File: src/hdl/fhbc_map.vh
`ifndef FHBC_MAP_VH
`define FHBC_MAP_VH

`define FHBC_ADDR_W         4
`define FHBC_ADDR_CONTROL   4'h0
`define FHBC_ADDR_STATUS    4'h1
`define FHBC_ADDR_MASK      4'h2
`define FHBC_ADDR_RX_PKT    4'h3
`define FHBC_ADDR_RX_CODE   4'h4
`define FHBC_ADDR_RX_FIFO   4'h5
`define FHBC_ADDR_TX_PKT    4'h6
`define FHBC_ADDR_TX_CODE   4'h7
`define FHBC_ADDR_TX_FIFO   4'h8

`define FHBC_CTL_RX_CODE_RST  7
`define FHBC_CTL_RX_PKT_RST   6
`define FHBC_CTL_IDLE_SEL     5
`define FHBC_CTL_TX_PKT_RST   4
`define FHBC_CTL_ABORT        3
`define FHBC_CTL_EOM          2
`define FHBC_CTL_ZS_DEFEAT    1
`define FHBC_CTL_CRC_DEFEAT   0
`define FHBC_CTL_RESET        8'h00
`define FHBC_MASK_RESET       8'h00

`define FHBC_TXC_SEND         7
`define FHBC_TXC_ENABLE       6

`define FHBC_FLAG_BYTE        8'h7e
`define FHBC_IDLE_BYTE        8'hff
`define FHBC_ABORT_BYTE       8'hfe
`define FHBC_CRC_INIT         16'hffff
`define FHBC_CRC_POLY         16'h8408
`define FHBC_CRC_GOOD         16'hf0b8
`define FHBC_CODE_LOSS_BITS   6'h28
`define FHBC_FIFO_DEPTH       4
`define FHBC_FIFO_AW          2

`endif
File: src/hdl/fhbc_controller.v
`timescale 1ns/1ns
`include "fhbc_map.vh"
module fhbc_controller #(
	parameter FIFO_DEPTH = `FHBC_FIFO_DEPTH,
	parameter FIFO_AW    = `FHBC_FIFO_AW
) (
	// Clock and reset
	input  wire       CLK_SYS,
	input  wire       RESET,
	// Parallel register port
	input  wire [3:0] ADDR,
	input  wire [7:0] WDATA,
	input  wire       WR,
	input  wire       RD,
	output reg  [7:0] RDATA,
	output reg        INT_N,
	// Link bit stream
	input  wire       TX_BIT_REQ,
	output reg        TX_BIT,
	input  wire       RX_BIT_VALID,
	input  wire       RX_BIT
);
	localparam [6:0] S_IDLE  = 7'h01;
	localparam [6:0] S_OPEN  = 7'h02;
	localparam [6:0] S_DATA  = 7'h04;
	localparam [6:0] S_CRC1  = 7'h08;
	localparam [6:0] S_CRC2  = 7'h10;
	localparam [6:0] S_CLOSE = 7'h20;
	localparam [6:0] S_CODE  = 7'h40;
	localparam [FIFO_AW:0] HALF = FIFO_DEPTH / 2;

	function [15:0] crc_step;
		input [15:0] c;
		input        b;
		begin
			crc_step = (c[0] ^ b) ? ((c >> 1) ^ `FHBC_CRC_POLY) : (c >> 1);
		end
	endfunction

	function [15:0] crc_byte;
		input [15:0] c;
		input [7:0]  d;
		integer      i;
		begin
			crc_byte = c;
			for (i = 0; i < 8; i = i + 1)
				crc_byte = crc_step(crc_byte, d[i]);
		end
	endfunction

	reg  [7:0]  ctl_q, ctl_prev_q, mask_q;
	reg  [5:0]  tx_code_q;
	reg         tx_en_q, send_code_q;
	reg         code_chg_q, pkt_end_q, pkt_start_q, msg_done_q;
	reg         under_q, lbd_q;
	reg  [7:0]  rd_mux;
	wire [7:0]  rise = ctl_q & ~ctl_prev_q;
	wire        rx_code_rst = rise[`FHBC_CTL_RX_CODE_RST];
	wire        rx_pkt_rst  = rise[`FHBC_CTL_RX_PKT_RST];
	wire        tx_rst      = rise[`FHBC_CTL_TX_PKT_RST];
	wire        abort_rise  = rise[`FHBC_CTL_ABORT];
	wire        rd_status = RD && (ADDR == `FHBC_ADDR_STATUS);
	wire        rd_rxcode = RD && (ADDR == `FHBC_ADDR_RX_CODE);
	wire        rd_rxfifo = RD && (ADDR == `FHBC_ADDR_RX_FIFO);
	wire        rd_txpkt  = RD && (ADDR == `FHBC_ADDR_TX_PKT);
	wire        wr_txfifo = WR && (ADDR == `FHBC_ADDR_TX_FIFO);

	// Transmit engine state.
	reg  [6:0]  tx_st_q;
	reg  [7:0]  tx_sh_q;
	reg  [2:0]  tx_cnt_q, tx_ones_q;
	reg         tx_stuff_q, tx_eom_q, code_half_q, abort_pend_q;
	reg  [15:0] tx_crc_q;
	reg         ev_done_q, ev_under_q, eom_clr_q;
	reg  [6:0]  nx_st;
	reg  [7:0]  nx_byte;
	reg         nx_pop, nx_under;
	wire        tx_vld, tx_rdy;
	wire [8:0]  tx_dout;
	wire [FIFO_AW:0] tx_lvl;
	wire [15:0] tx_crc_nx = crc_step(tx_crc_q, tx_sh_q[0]);
	wire        tx_ins0 = tx_stuff_q && (tx_ones_q == 3'd5);
	wire        tx_bnd = TX_BIT_REQ && !tx_ins0 && (tx_cnt_q == 3'd7);
	wire        crc_def = ctl_q[`FHBC_CTL_CRC_DEFEAT];
	wire [7:0]  idle_pat = ctl_q[`FHBC_CTL_IDLE_SEL] ? `FHBC_IDLE_BYTE
	                                                 : `FHBC_FLAG_BYTE;

	// Receive engine state.
	reg  [7:0]  rx_sh_q, h0_q, h1_q, h2_q;
	reg  [2:0]  rx_cnt_q, rx_ones_q;
	reg  [1:0]  rx_hcnt_q;
	reg         rx_in_q, rx_first_q, rx_bad_q, rx_push_q;
	reg  [15:0] rx_crc_q;
	reg  [10:0] rx_pdata_q;
	wire        rx_vld, rx_rdy;
	wire [10:0] rx_dout;
	wire [FIFO_AW:0] rx_lvl;
	wire [7:0]  rx_byte = {RX_BIT, rx_sh_q[7:1]};
	wire [7:0]  last_b = (rx_hcnt_q == 2'd3) ? h2_q : 8'h00;
	wire        ev_rps = rx_push_q && rx_pdata_q[8];
	wire        ev_rpe = rx_push_q && rx_pdata_q[9];

	// Received code detector state.
	reg  [15:0] bsh_q;
	reg  [5:0]  cand_q, code_q, gap_q;
	reg         bd_q, ev_chg_q, ev_lbd_q;
	wire [15:0] bnx = {RX_BIT, bsh_q[15:1]};
	wire        bmatch = (bnx[7:0] == 8'hff) && !bnx[8] && !bnx[15];
	wire [7:0]  events = {code_chg_q, pkt_end_q, pkt_start_q, rx_lvl > HALF,
	                      rx_vld, tx_lvl <= HALF, tx_rdy, msg_done_q};

	fhbc_fifo #(.WIDTH(9), .DEPTH(FIFO_DEPTH), .AW(FIFO_AW)) u_tx_fifo (
		.clk(CLK_SYS), .rst(RESET), .flush(tx_rst || abort_rise),
		.in_valid(wr_txfifo), .in_ready(tx_rdy),
		.in_data({ctl_q[`FHBC_CTL_EOM], WDATA}),
		.out_valid(tx_vld), .out_ready(tx_bnd && nx_pop),
		.out_data(tx_dout), .level(tx_lvl));

	fhbc_fifo #(.WIDTH(11), .DEPTH(FIFO_DEPTH), .AW(FIFO_AW)) u_rx_fifo (
		.clk(CLK_SYS), .rst(RESET), .flush(rx_pkt_rst),
		.in_valid(rx_push_q), .in_ready(rx_rdy), .in_data(rx_pdata_q),
		.out_valid(rx_vld), .out_ready(rd_rxfifo),
		.out_data(rx_dout), .level(rx_lvl));

	// Register file, latched events and interrupt.
	always @(posedge CLK_SYS) begin
		if (RESET) begin
			ctl_q <= `FHBC_CTL_RESET;
			ctl_prev_q <= `FHBC_CTL_RESET;
			mask_q <= `FHBC_MASK_RESET;
			tx_code_q <= 6'h00;
			tx_en_q <= 1'b0;
			send_code_q <= 1'b0;
			{code_chg_q, pkt_end_q, pkt_start_q, msg_done_q} <= 4'h0;
			under_q <= 1'b0;
			lbd_q <= 1'b0;
			RDATA <= 8'h00;
			INT_N <= 1'b1;
		end else begin
			ctl_prev_q <= ctl_q;
			if (WR && ADDR == `FHBC_ADDR_CONTROL)
				ctl_q <= WDATA;
			else if (eom_clr_q)
				ctl_q[`FHBC_CTL_EOM] <= 1'b0;
			if (WR && ADDR == `FHBC_ADDR_MASK)
				mask_q <= WDATA;
			if (WR && ADDR == `FHBC_ADDR_TX_CODE) begin
				tx_code_q <= WDATA[5:0];
				tx_en_q <= WDATA[`FHBC_TXC_ENABLE];
				send_code_q <= WDATA[`FHBC_TXC_SEND];
			end else if (tx_rst)
				send_code_q <= 1'b0;
			// Sets win over the clear that a read of the same bit makes.
			code_chg_q <= ev_chg_q | (code_chg_q & ~rd_status);
			pkt_end_q <= ev_rpe | (pkt_end_q & ~rd_status);
			pkt_start_q <= ev_rps | (pkt_start_q & ~rd_status);
			msg_done_q <= ev_done_q | (msg_done_q & ~rd_status);
			under_q <= ev_under_q | (under_q & ~rd_txpkt);
			lbd_q <= ev_lbd_q | (lbd_q & ~rd_rxcode);
			if (RD)
				RDATA <= rd_mux;
			INT_N <= ~|(events & mask_q);
		end
	end

	always @* begin
		case (ADDR)
		`FHBC_ADDR_CONTROL: rd_mux = ctl_q;
		`FHBC_ADDR_STATUS:  rd_mux = events;
		`FHBC_ADDR_MASK:    rd_mux = mask_q;
		`FHBC_ADDR_RX_PKT:  rd_mux = {~rx_vld, rx_dout[8], rx_dout[9],
		                              rx_dout[10], 4'h0};
		`FHBC_ADDR_RX_CODE: rd_mux = {bd_q, lbd_q, code_q};
		`FHBC_ADDR_RX_FIFO: rd_mux = rx_dout[7:0];
		`FHBC_ADDR_TX_PKT:  rd_mux = {~tx_vld && (tx_st_q == S_IDLE),
		                              ~tx_rdy, under_q, 5'h00};
		`FHBC_ADDR_TX_CODE: rd_mux = {send_code_q, tx_en_q, tx_code_q};
		default:            rd_mux = 8'h00;
		endcase
	end

	// Choice of the next transmitted byte at each byte boundary.
	always @* begin
		nx_st = S_IDLE;
		nx_byte = idle_pat;
		nx_pop = 1'b0;
		nx_under = 1'b0;
		if (abort_pend_q) begin
			nx_byte = `FHBC_ABORT_BYTE;
		end else begin
			case (tx_st_q)
			S_OPEN, S_DATA: begin
				if (tx_st_q == S_DATA && tx_eom_q) begin
					nx_st = crc_def ? S_CLOSE : S_CRC1;
					nx_byte = crc_def ? `FHBC_FLAG_BYTE : ~tx_crc_nx[7:0];
				end else if (tx_vld) begin
					nx_st = S_DATA;
					nx_byte = tx_dout[7:0];
					nx_pop = 1'b1;
				end else begin
					nx_byte = `FHBC_ABORT_BYTE;
					nx_under = 1'b1;
				end
			end
			S_CRC1: begin
				nx_st = S_CRC2;
				nx_byte = ~tx_crc_q[15:8];
			end
			S_CRC2: begin
				nx_st = S_CLOSE;
				nx_byte = `FHBC_FLAG_BYTE;
			end
			default: begin
				if (tx_vld) begin
					nx_st = S_OPEN;
					nx_byte = `FHBC_FLAG_BYTE;
				end else if (send_code_q) begin
					nx_st = S_CODE;
					nx_byte = code_half_q ? {1'b0, tx_code_q, 1'b0}
					                      : `FHBC_IDLE_BYTE;
				end
			end
			endcase
		end
	end

	always @(posedge CLK_SYS) begin
		ev_done_q <= 1'b0;
		ev_under_q <= 1'b0;
		eom_clr_q <= 1'b0;
		if (RESET || tx_rst) begin
			tx_st_q <= S_IDLE;
			tx_sh_q <= `FHBC_FLAG_BYTE;
			tx_cnt_q <= 3'd0;
			tx_ones_q <= 3'd0;
			tx_stuff_q <= 1'b0;
			tx_eom_q <= 1'b0;
			tx_crc_q <= `FHBC_CRC_INIT;
			code_half_q <= 1'b0;
			abort_pend_q <= 1'b0;
			TX_BIT <= 1'b1;
		end else begin
			if (abort_rise)
				abort_pend_q <= 1'b1;
			if (tx_ins0) begin
				if (TX_BIT_REQ) begin
					TX_BIT <= ~tx_en_q;
					tx_ones_q <= 3'd0;
				end
			end else if (TX_BIT_REQ) begin
				TX_BIT <= ~tx_en_q | tx_sh_q[0];
				if (!tx_sh_q[0])
					tx_ones_q <= 3'd0;
				else if (tx_ones_q != 3'd7)
					tx_ones_q <= tx_ones_q + 3'd1;
				if (tx_st_q == S_DATA)
					tx_crc_q <= tx_crc_nx;
				tx_sh_q <= {1'b0, tx_sh_q[7:1]};
				tx_cnt_q <= tx_cnt_q + 3'd1;
			end
			if (tx_bnd) begin
				tx_st_q <= nx_st;
				tx_sh_q <= nx_byte;
				tx_stuff_q <= ~ctl_q[`FHBC_CTL_ZS_DEFEAT] &&
				              (nx_st == S_DATA || nx_st == S_CRC1 ||
				               nx_st == S_CRC2);
				if (nx_pop)
					tx_eom_q <= tx_dout[8];
				if (nx_st == S_OPEN)
					tx_crc_q <= `FHBC_CRC_INIT;
				code_half_q <= (nx_st == S_CODE) && !code_half_q;
				abort_pend_q <= abort_rise;
				eom_clr_q <= (tx_st_q == S_DATA) && tx_eom_q;
				ev_done_q <= (tx_st_q == S_CLOSE) || nx_under;
				ev_under_q <= nx_under && !abort_pend_q;
			end
		end
	end

	// Receive packet engine: flags, aborts, destuffing, byte alignment, CRC.
	always @(posedge CLK_SYS) begin
		rx_push_q <= 1'b0;
		if (RESET || rx_pkt_rst) begin
			rx_sh_q <= 8'h00;
			{h0_q, h1_q, h2_q} <= 24'h000000;
			rx_cnt_q <= 3'd0;
			rx_ones_q <= 3'd0;
			rx_hcnt_q <= 2'd0;
			{rx_in_q, rx_first_q, rx_bad_q} <= 3'b000;
			rx_crc_q <= `FHBC_CRC_INIT;
			rx_pdata_q <= 11'h000;
		end else begin
			if (rx_push_q && !rx_rdy)
				rx_bad_q <= 1'b1;
			if (RX_BIT_VALID) begin
				if (rx_ones_q >= 3'd6) begin
					// Flag or abort closes any packet under way.
					if (rx_in_q && (rx_hcnt_q != 2'd0 || !rx_first_q)) begin
						rx_push_q <= 1'b1;
						rx_pdata_q <= {!RX_BIT && rx_hcnt_q == 2'd3 &&
						  rx_cnt_q == 3'd7 && !rx_bad_q &&
						  rx_crc_q == `FHBC_CRC_GOOD, 1'b1, rx_first_q,
						  last_b};
					end
					rx_in_q <= !RX_BIT;
					rx_ones_q <= RX_BIT ? 3'd7 : 3'd0;
					rx_cnt_q <= 3'd0;
					rx_hcnt_q <= 2'd0;
					rx_first_q <= 1'b1;
					rx_bad_q <= 1'b0;
					rx_crc_q <= `FHBC_CRC_INIT;
				end else if (rx_ones_q == 3'd5 && !RX_BIT) begin
					rx_ones_q <= 3'd0;
				end else begin
					rx_ones_q <= RX_BIT ? rx_ones_q + 3'd1 : 3'd0;
					rx_sh_q <= rx_byte;
					rx_cnt_q <= rx_cnt_q + 3'd1;
					if (rx_in_q && rx_cnt_q == 3'd7) begin
						rx_crc_q <= crc_byte(rx_crc_q, rx_byte);
						{h2_q, h1_q, h0_q} <= {h1_q, h0_q, rx_byte};
						if (rx_hcnt_q == 2'd3) begin
							rx_push_q <= 1'b1;
							rx_pdata_q <= {2'b00, rx_first_q, h2_q};
							rx_first_q <= 1'b0;
						end else
							rx_hcnt_q <= rx_hcnt_q + 2'd1;
					end
				end
			end
		end
	end

	// Received code detector: two equal matches declare, a long gap drops.
	always @(posedge CLK_SYS) begin
		ev_chg_q <= 1'b0;
		ev_lbd_q <= 1'b0;
		if (RESET || rx_code_rst) begin
			bsh_q <= 16'h0000;
			{cand_q, code_q, gap_q} <= 18'h00000;
			bd_q <= 1'b0;
		end else if (RX_BIT_VALID) begin
			bsh_q <= bnx;
			if (bmatch) begin
				gap_q <= 6'h00;
				cand_q <= bnx[14:9];
				if (bnx[14:9] == cand_q && !bd_q) begin
					bd_q <= 1'b1;
					code_q <= cand_q;
					ev_chg_q <= 1'b1;
					ev_lbd_q <= 1'b1;
				end
			end else if (gap_q == `FHBC_CODE_LOSS_BITS) begin
				if (bd_q) begin
					bd_q <= 1'b0;
					ev_chg_q <= 1'b1;
				end
			end else
				gap_q <= gap_q + 6'h01;
		end
	end
endmodule // fhbc_controller

File: src/hdl/fhbc_fifo.v
`timescale 1ns/1ns
// Pointers wrap naturally, so DEPTH must be a power of two.
module fhbc_fifo #(
	parameter WIDTH = 8,
	parameter DEPTH = 4,
	parameter AW    = 2
) (
	// Clock and reset
	input  wire             clk,
	input  wire             rst,
	input  wire             flush,
	// Fill side
	input  wire             in_valid,
	output wire             in_ready,
	input  wire [WIDTH-1:0] in_data,
	// Drain side
	output wire             out_valid,
	input  wire             out_ready,
	output wire [WIDTH-1:0] out_data,
	output wire [AW:0]      level
);
	localparam [AW:0] FULL = DEPTH;

	reg [WIDTH-1:0] mem [0:DEPTH-1];
	reg [AW-1:0]    wp_q;
	reg [AW-1:0]    rp_q;
	reg [AW:0]      cnt_q;
	wire            push;
	wire            pop;

	assign in_ready  = (cnt_q != FULL);
	assign out_valid = (cnt_q != {(AW+1){1'b0}});
	assign out_data  = mem[rp_q];
	assign level     = cnt_q;
	assign push      = in_valid && in_ready;
	assign pop       = out_valid && out_ready;

	always @(posedge clk) begin
		if (push)
			mem[wp_q] <= in_data;
	end

	always @(posedge clk) begin
		if (rst || flush) begin
			wp_q  <= {AW{1'b0}};
			rp_q  <= {AW{1'b0}};
			cnt_q <= {(AW+1){1'b0}};
		end else begin
			if (push)
				wp_q <= wp_q + 1'b1;
			if (pop)
				rp_q <= rp_q + 1'b1;
			if (push && !pop)
				cnt_q <= cnt_q + 1'b1;
			else if (pop && !push)
				cnt_q <= cnt_q - 1'b1;
		end
	end
endmodule // fhbc_fifo

File: config.mk
export PLATFORM = sky130hd
export DESIGN_NAME = fhbc_controller
export DESIGN_NICKNAME = d
export VERILOG_FILES = /design/src/hdl/fhbc_controller.v /design/src/hdl/fhbc_fifo.v
export VERILOG_INCLUDE_DIRS = /design/src /design/src/hdl
export SDC_FILE = /design/constraint.sdc
export NUM_CORES = 1
export LEC_CHECK = 0
export ABC_AREA = 1
export BUFFER_PORTS_ARGS = -buffer_cell sky130_fd_sc_hd__buf_2
export CAP_MARGIN = 20
export CORE_MARGIN = 10
export CORE_UTILIZATION = 40
export CTS_BUF_LIST = sky130_fd_sc_hd__clkbuf_4 sky130_fd_sc_hd__clkbuf_8
export CTS_CLUSTER_DIAMETER = 30
export DETAILED_ROUTE_END_ITERATION = 10
export HOLD_SLACK_MARGIN = 0.1
export PLACE_DENSITY = 0.67
export SLEW_MARGIN = 20
export SYNTH_ARGS = -nofsm -noshare
export SYNTH_HDL_FRONTEND = slang
export SYNTH_SLANG_ARGS = --single-unit
File: constraint.sdc
create_clock -name CLK_SYS -period 3.25 [get_ports CLK_SYS]
set_input_delay 0.65 -clock CLK_SYS [delete_from_list [all_inputs] [get_ports CLK_SYS]]
set_output_delay 0.65 -clock CLK_SYS [all_outputs]
set_load 0.02 [all_outputs]
==> flow_summary.yaml, run 1 <==
final_layout:
  final_net_count: 1661
  synthToLayoutAreaGrowth_pct: 14.9
  antennaDiodeCount: 0
  final_util: 0.466
  drive_gt1_frac: 0.123
synth:
  synth-seq-cells: 292
  netlist_instances: 1567
  synth_fa_ha_area_frac: 0.0266
  async_flop_share: 0
  syn_area_um2: 12800
  yosys_warnings: 0
  yosys-top-cells-area: "dfxtp_1 (33%), edfxtp_1 (19%), nand2_1 (10%), a21oi_1 (6.6%), o21ai_0 (4.9%)"
  synth_top_family_by_area: "simple AND/OR/NAND/NOR gates"
  synth_ff_type: "dfxtp_1"
  yosysTopAreaCellShare: 0.332
  ys_types: 55
  synthSimpleGateAreaFrac: 0.227
  synth_xor_xnor_area_share: 0.0171
  yosysMostFrequentCell: "nand2_1"
  yosys-top-cells-count: "nand2_1 (357), dfxtp_1 (212), a21oi_1 (170), inv_1 (139), o21ai_0 (125)"
  postSynthNetCount: 1612
  muxShareOfSynthArea: 0.000782
  synth_edf_count: 80
  synth-compound-area-share: 0.141
  avgSynthCellArea_um2: 8.17
  ys_seq_area_frac: 0.519
  yosysTopAreaCell: "dfxtp_1"
timing:
  fin_crit_sh: 0.798
  rsz0062_at_grt: "no"
  setup_viol: 0
  hold_viol_final: 0
  tns_ns: 0
  clock.fmax_mhz: 386
  setup_slack_ns: 0.656
  whs_ns: 0.303
  min_period_ns: 2.59
  clock_skew_ns: 0.0527
  tightest_slew_ns: 0.737
  finalMaxSlewViolations: 0
  slew_headroom: 0.507
die:
  die_w_um: 199
  start_util: 0.406
  boundaryPins: 29
  core_region_area_um2: 31600
  rows: 65
  die_y_um: 199
  die_area_um2: 39600
clocking:
  numCtsBuffers: 61
  post_cts.repair.setup_buffers: 0
  cts.path.max_buffers: 3
  htreeDepth: 2
  cts-root-buf: "clkbuf_8"
  hold_buffers: 0
  numClockSinks: 292
  clk_pin_slew_ns: 0.06
  cts_tree: "yes"
  clk_latency_ns: 0.61
  cts_resized: 0
detailed_routing:
  wl_per_cell_um: 14.8
  wirelength_um: 30700
  dr.pass1.iters: 5
  drc_errors: 0
  vias_per_cell: 5.15
  final_antenna_net_count: 0
  drtIter0Drc: 787
  vias: 10700
critical_path:
  critPathLaunch: "tx_ones_q[0]"
  cp_cell_sequence: "ha_1 -> nand3_1 -> nand2_2 -> inv_2 -> nand2_2 -> inv_1 -> nand4_2 -> ha_1 -> inv_1 -> fa_1 -> a21oi_1 -> o21ai_0 -> a21oi_1 -> o21a_1"
  timing.rr.start: "tx_ones_q[0]"
  worstPathRequired_ns: 3.80
  cp_max_fo: 14
  crit_path_end_kind: "flop"
  cp_top_family: "adder cells"
  worst-setup-path-type: "reg2reg"
  crit_arrival_ns: 3.15
  critPathSlowestCell: "fa_1"
  cp_num_buf_inv: 3
  max_stage_delay_ns: 0.38
  cp-start-kind: "flop"
place:
  portBuffers: 28
  post-dp-hpwl_um: 21200
  place_congestion: 0.894
  dpl_worst_slack_ns: 0.586
power_and_ir_drop:
  peakVddDrop_v: 0.000376
  p_leak_nw: 5.68
  powerDensity_nw_per_um2: 562
run:
  max_cap_violations: 0
global_route:
  grt_max_degree: 61
  grt-ovfl-total: 0
  grt_pass1_wl_um: 50800
  grtUsageTotal: 0.155
  antenna_found_initial: 0
  grt_pass1_vias: 10200
worst_hold_path:
  worst_hold_path_type: "in2reg"
  min_from: "TX_BIT_REQ"
run_status:
  outcome: "finished clean"
==> metrics by stage <==
stage	cells	cell area (µm²)	power, mW
after global routing	2071	14700	8.57
after CTS	2071	14700	8.35
final	2071	14700	8.27
after global placement	1955	13300	4.13
after floorplan	1567	12800	4.05
after detailed placement	1955	13300	4.14
==> final timing paths <==
path	endpoint	slack (ns)	cells after the start
worst min register to register	lbd_q	0.44	2
worst max-delay path	u_tx_fifo.level[2]	0.66	14
worst max register to register	u_tx_fifo.level[2]	0.66	14
worst min-delay path	TX_BIT	0.30	2
==> metal layers <==
metal  GRT usage  share of wire  vias up
met4      0.0537          0.020        0
met1       0.198           0.45     4983
met5           0              0        -
met3      0.0299          0.052       51
li1            -              -     5366
met2       0.257           0.47      259
==> registers in the layout, summed over array words and instances (netlist names), 11 cells and up, named ones only <==
name           flops
rx_pdata_q        11
bsh_q             15
tx_crc_q          16
u_rx_fifo.mem     44
rx_crc_q          16
u_tx_fifo.mem     36
==> cell usage in the layout, fill, tap and decap left out, types with 2 or more instances in the layout <==
| cell type | n |
|---|---|
| o211ai_1 | 9 |
| a21oi_2 | 2 |
| or2_2 | 4 |
| nor2_4 | 3 |
| nor2_2 | 8 |
| ha_1 | 24 |
| clkinv_4 | 7 |
| edfxtp_1 | 80 |
| nand3_1 | 112 |
| a211oi_1 | 4 |
| a21oi_1 | 170 |
| clkbuf_4 | 7 |
| clkinvlp_4 | 10 |
| o21ai_2 | 2 |
| nand2_1 | 357 |
| o21ai_0 | 125 |
| fa_1 | 2 |
| nand4_1 | 32 |
| buf_2 | 28 |
| buf_4 | 23 |
| xnor2_1 | 11 |
| o21ai_4 | 2 |
| xor2_1 | 14 |
| clkbuf_8 | 65 |
| clkinv_2 | 13 |
| nor2_1 | 123 |
| inv_2 | 7 |
| nand4_2 | 2 |
| a22oi_1 | 2 |
| nand3_2 | 2 |
| nor3_1 | 11 |
| clkinv_1 | 9 |
| inv_1 | 139 |
| dfxtp_1 | 212 |
| o22ai_1 | 13 |
| bufinv_16 | 6 |
| nand2_2 | 6 |
==> where the power goes <==
| part | internal, mW | leakage, nW | switching, mW |
|---|---|---|---|
| combinational | 0.0803 | 2.57 | 0.199 |
| clock | 2.47 | 0.687 | 1.74 |
| sequential | 3.76 | 2.42 | 0.0260 |
| total | 6.31 | 5.68 | 1.96 |
==> worst register-to-register path, delay by kind of cell, from the launching register on <==
kind                     cells  cell delay (ns)
adder cells (fa/ha/maj)      3             0.73
AND/OR/NAND/NOR              4             0.59
AO/OA/AOI/OAI                4             0.57
flip-flops                   1             0.37
buffers and inverters        3             0.28
==> cell families after synthesis <==
| logic type | count (synthesis) |
|---|---|
| AOI/OAI and AO/OA | 340 |
| xor gates and xnor gates | 25 |
| adders and majority gates | 26 |
| buffers and inverters | 215 |
| DFF | 292 |
| muxes | 1 |
| and+or+nand+nor | 668 |
==> layout make-up <==
cell class | count | area [µm²]
timing repair buffer | 51 | 313
multi-input combinational | 1060 | 5300
inverter | 150 | 566
fill | 3073 | 16800
clock buffer | 72 | 947
sequential | 292 | 6650
clock inverter | 44 | 429
tap | 402 | 503
Power figures use the tool's default switching activity.
==> run 2: changes to the inputs <==
--- a/config.mk
+++ b/config.mk
@@ -15,7 +15,7 @@
 export CTS_CLUSTER_DIAMETER = 30
 export DETAILED_ROUTE_END_ITERATION = 10
 export HOLD_SLACK_MARGIN = 0.1
-export PLACE_DENSITY = 0.67
+export PLACE_DENSITY = 0.69
 export SLEW_MARGIN = 20
 export SYNTH_ARGS = -nofsm -noshare
 export SYNTH_HDL_FRONTEND = slang
==> constraint.sdc (replaced) <==
create_clock -name CLK_SYS -period 2.3 [get_ports CLK_SYS]
set_input_delay 0.46 -clock CLK_SYS [delete_from_list [all_inputs] [get_ports CLK_SYS]]
set_output_delay 0.46 -clock CLK_SYS [all_outputs]
set_load 0.02 [all_outputs]
==> flow_summary.yaml, run 2 (synthesis results as in run 1) <==
clocking:
  numCtsBuffers: 56
  htreeDepth: 2
  cts.path.max_buffers: 3
  numClockSinks: 292
  clk_latency_ns: 0.60
  cts-root-buf: "clkbuf_8"
  clk_pin_slew_ns: 0.06
  cts_tree: "yes"
worst_hold_path:
  worst_hold_path_type: "in2reg"
power_and_ir_drop:
  p_leak_nw: 5.80
  powerDensity_nw_per_um2: 791
  total_power_mw: 11.8
  peakVddDrop_v: 0.000390
timing:
  clock.fmax_mhz: 468
  setup_viol: 0
  tightest_slew_ns: 0.630
  min_period_ns: 2.14
  setup_slack_ns: 0.161
  clock_skew_ns: 0.0192
  finalMaxSlewViolations: 0
  slew_headroom: 0.580
  fin_crit_sh: 0.930
  hold_viol_final: 0
  whs_ns: 0.159
final_layout:
  nFillCells: 3027
  drive_gt1_frac: 0.135
  final_util: 0.473
  largest_register: "u_rx_fifo.mem"
  top_regs: "u_rx_fifo.mem x44, u_tx_fifo.mem x36"
  final_cell_mix: "nand2_1 (356), dfxtp_1 (207), a21oi_1 (170)"
  instances_no_fill: 2085
  antennaDiodeCount: 0
  synthToLayoutAreaGrowth_pct: 16.7
  final_net_count: 1681
  largest_register_ffs: 44
  final_common_cell: "nand2_1"
die:
  core_region_area_um2: 31600
  rows: 65
  boundaryPins: 29
  die_w_um: 199
  die_y_um: 199
  die_area_um2: 39600
  start_util: 0.406
place:
  dp_cells: 1977
  portBuffers: 28
  place_congestion: 0.893
  post-dp-hpwl_um: 21900
  dpl_worst_slack_ns: 0.0618
detailed_routing:
  drtIter0Drc: 790
  dr.pass1.iters: 5
  vias: 10800
  vias_per_cell: 5.19
  final_antenna_net_count: 0
  wl_per_cell_um: 15.0
  wirelength_um: 31300
  drc_errors: 0
critical_path:
  worstPathRequired_ns: 2.77
  worst-setup-path-type: "reg2reg"
  cp-start-kind: "flop"
  cp_max_fo: 3
  crit_arrival_ns: 2.61
  crit_path_end_kind: "flop"
global_route:
  grt_max_degree: 61
  antenna_found_initial: 0
  grt-ovfl-total: 0
  grt_pass1_wl_um: 51100
  grt_pass1_vias: 10400
  grtUsageTotal: 0.158
run:
  max_cap_violations: 0
run_status:
  outcome: "finished clean"
-- run 2: changes by cell type in the layout (fill, tap and decap cells not counted), moves of 3 or more --
cell / delta
dfxtp_1: -5
dfxtp_2: +5
clkinv_2: -3
clkinvlp_4: -5
bufinv_16: +3
buf_4: +24
clkinv_4: -5
inv_4: +3
-- run 2: worst max-delay path: stages (launching register included) --
cell	delay (ns)
dfxtp_1	0.35
inv_1	0.05
ha_1	0.17
nand3_1	0.10
nand2_2	0.08
inv_4	0.06
nand2_4	0.04
inv_1	0.12
nand4_4	0.14
ha_1	0.21
inv_1	0.10
fa_2	0.44
nand2_1	0.07
a21oi_1	0.06
-- run 2: worst paths after layout --
path                 from                  end  slack (ns)  depth (start not counted)
min reg2reg     ev_done_q           msg_done_q        0.44                          2
min              WDATA[4]  u_tx_fifo.mem[1][4]        0.16                          1
max          tx_ones_q[1]   u_tx_fifo.level[1]        0.16                         13
max reg2reg  tx_ones_q[1]   u_tx_fifo.level[1]        0.16                         13
-- run 2: area by class of cell --
cell class                      instances  area (µm²)  share of cell area
Multi-Input combinational cell       1060        5350               0.358
Clock inverter                         34         415              0.0278
Timing Repair Buffer                   76         503              0.0337
Tap cell                              402         503              0.0337
Sequential cell                       292        6650               0.445
Clock buffer                           71         946              0.0633
Inverter                              150         568              0.0380
-- run 2: power breakdown --
group	internal [mW]	switching, mW
Clock	3.74	2.31
Sequential	5.31	0.0367
Combinational	0.126	0.292
Total	9.18	2.64
-- run 2: what timing repair did --
item | 4_1_cts | 5_1_grt
gates resized for setup | 0 | 13
endpoints found under the setup margin | 0 | 28
hold endpoints to repair | 1 | 0
hold buffers | 1 | 0
buffers inserted | 0 | 2
-- run 2: metrics by stage --
| stage | area, µm² | TNS (ns) |
|---|---|---|
| 4_1_cts | 14900 | 0 |
| 3_3_place_gp | 13500 | 0 |
| 5_1_grt | 14900 | -0.00140 |
| 3_5_place_dp | 13500 | 0 |
| 6_report | 14900 | 0 |
| 2_1_floorplan | 12800 | 0 |
-- run 2: per-layer routing --
layer | GRT usage | vias up | share of wire
met5 | 0 | - | 0
met4 | 0.0704 | 0 | 0.031
met3 | 0.0345 | 74 | 0.064
met2 | 0.264 | 316 | 0.48
met1 | 0.190 | 5034 | 0.42
li1 | - | 5390 | -
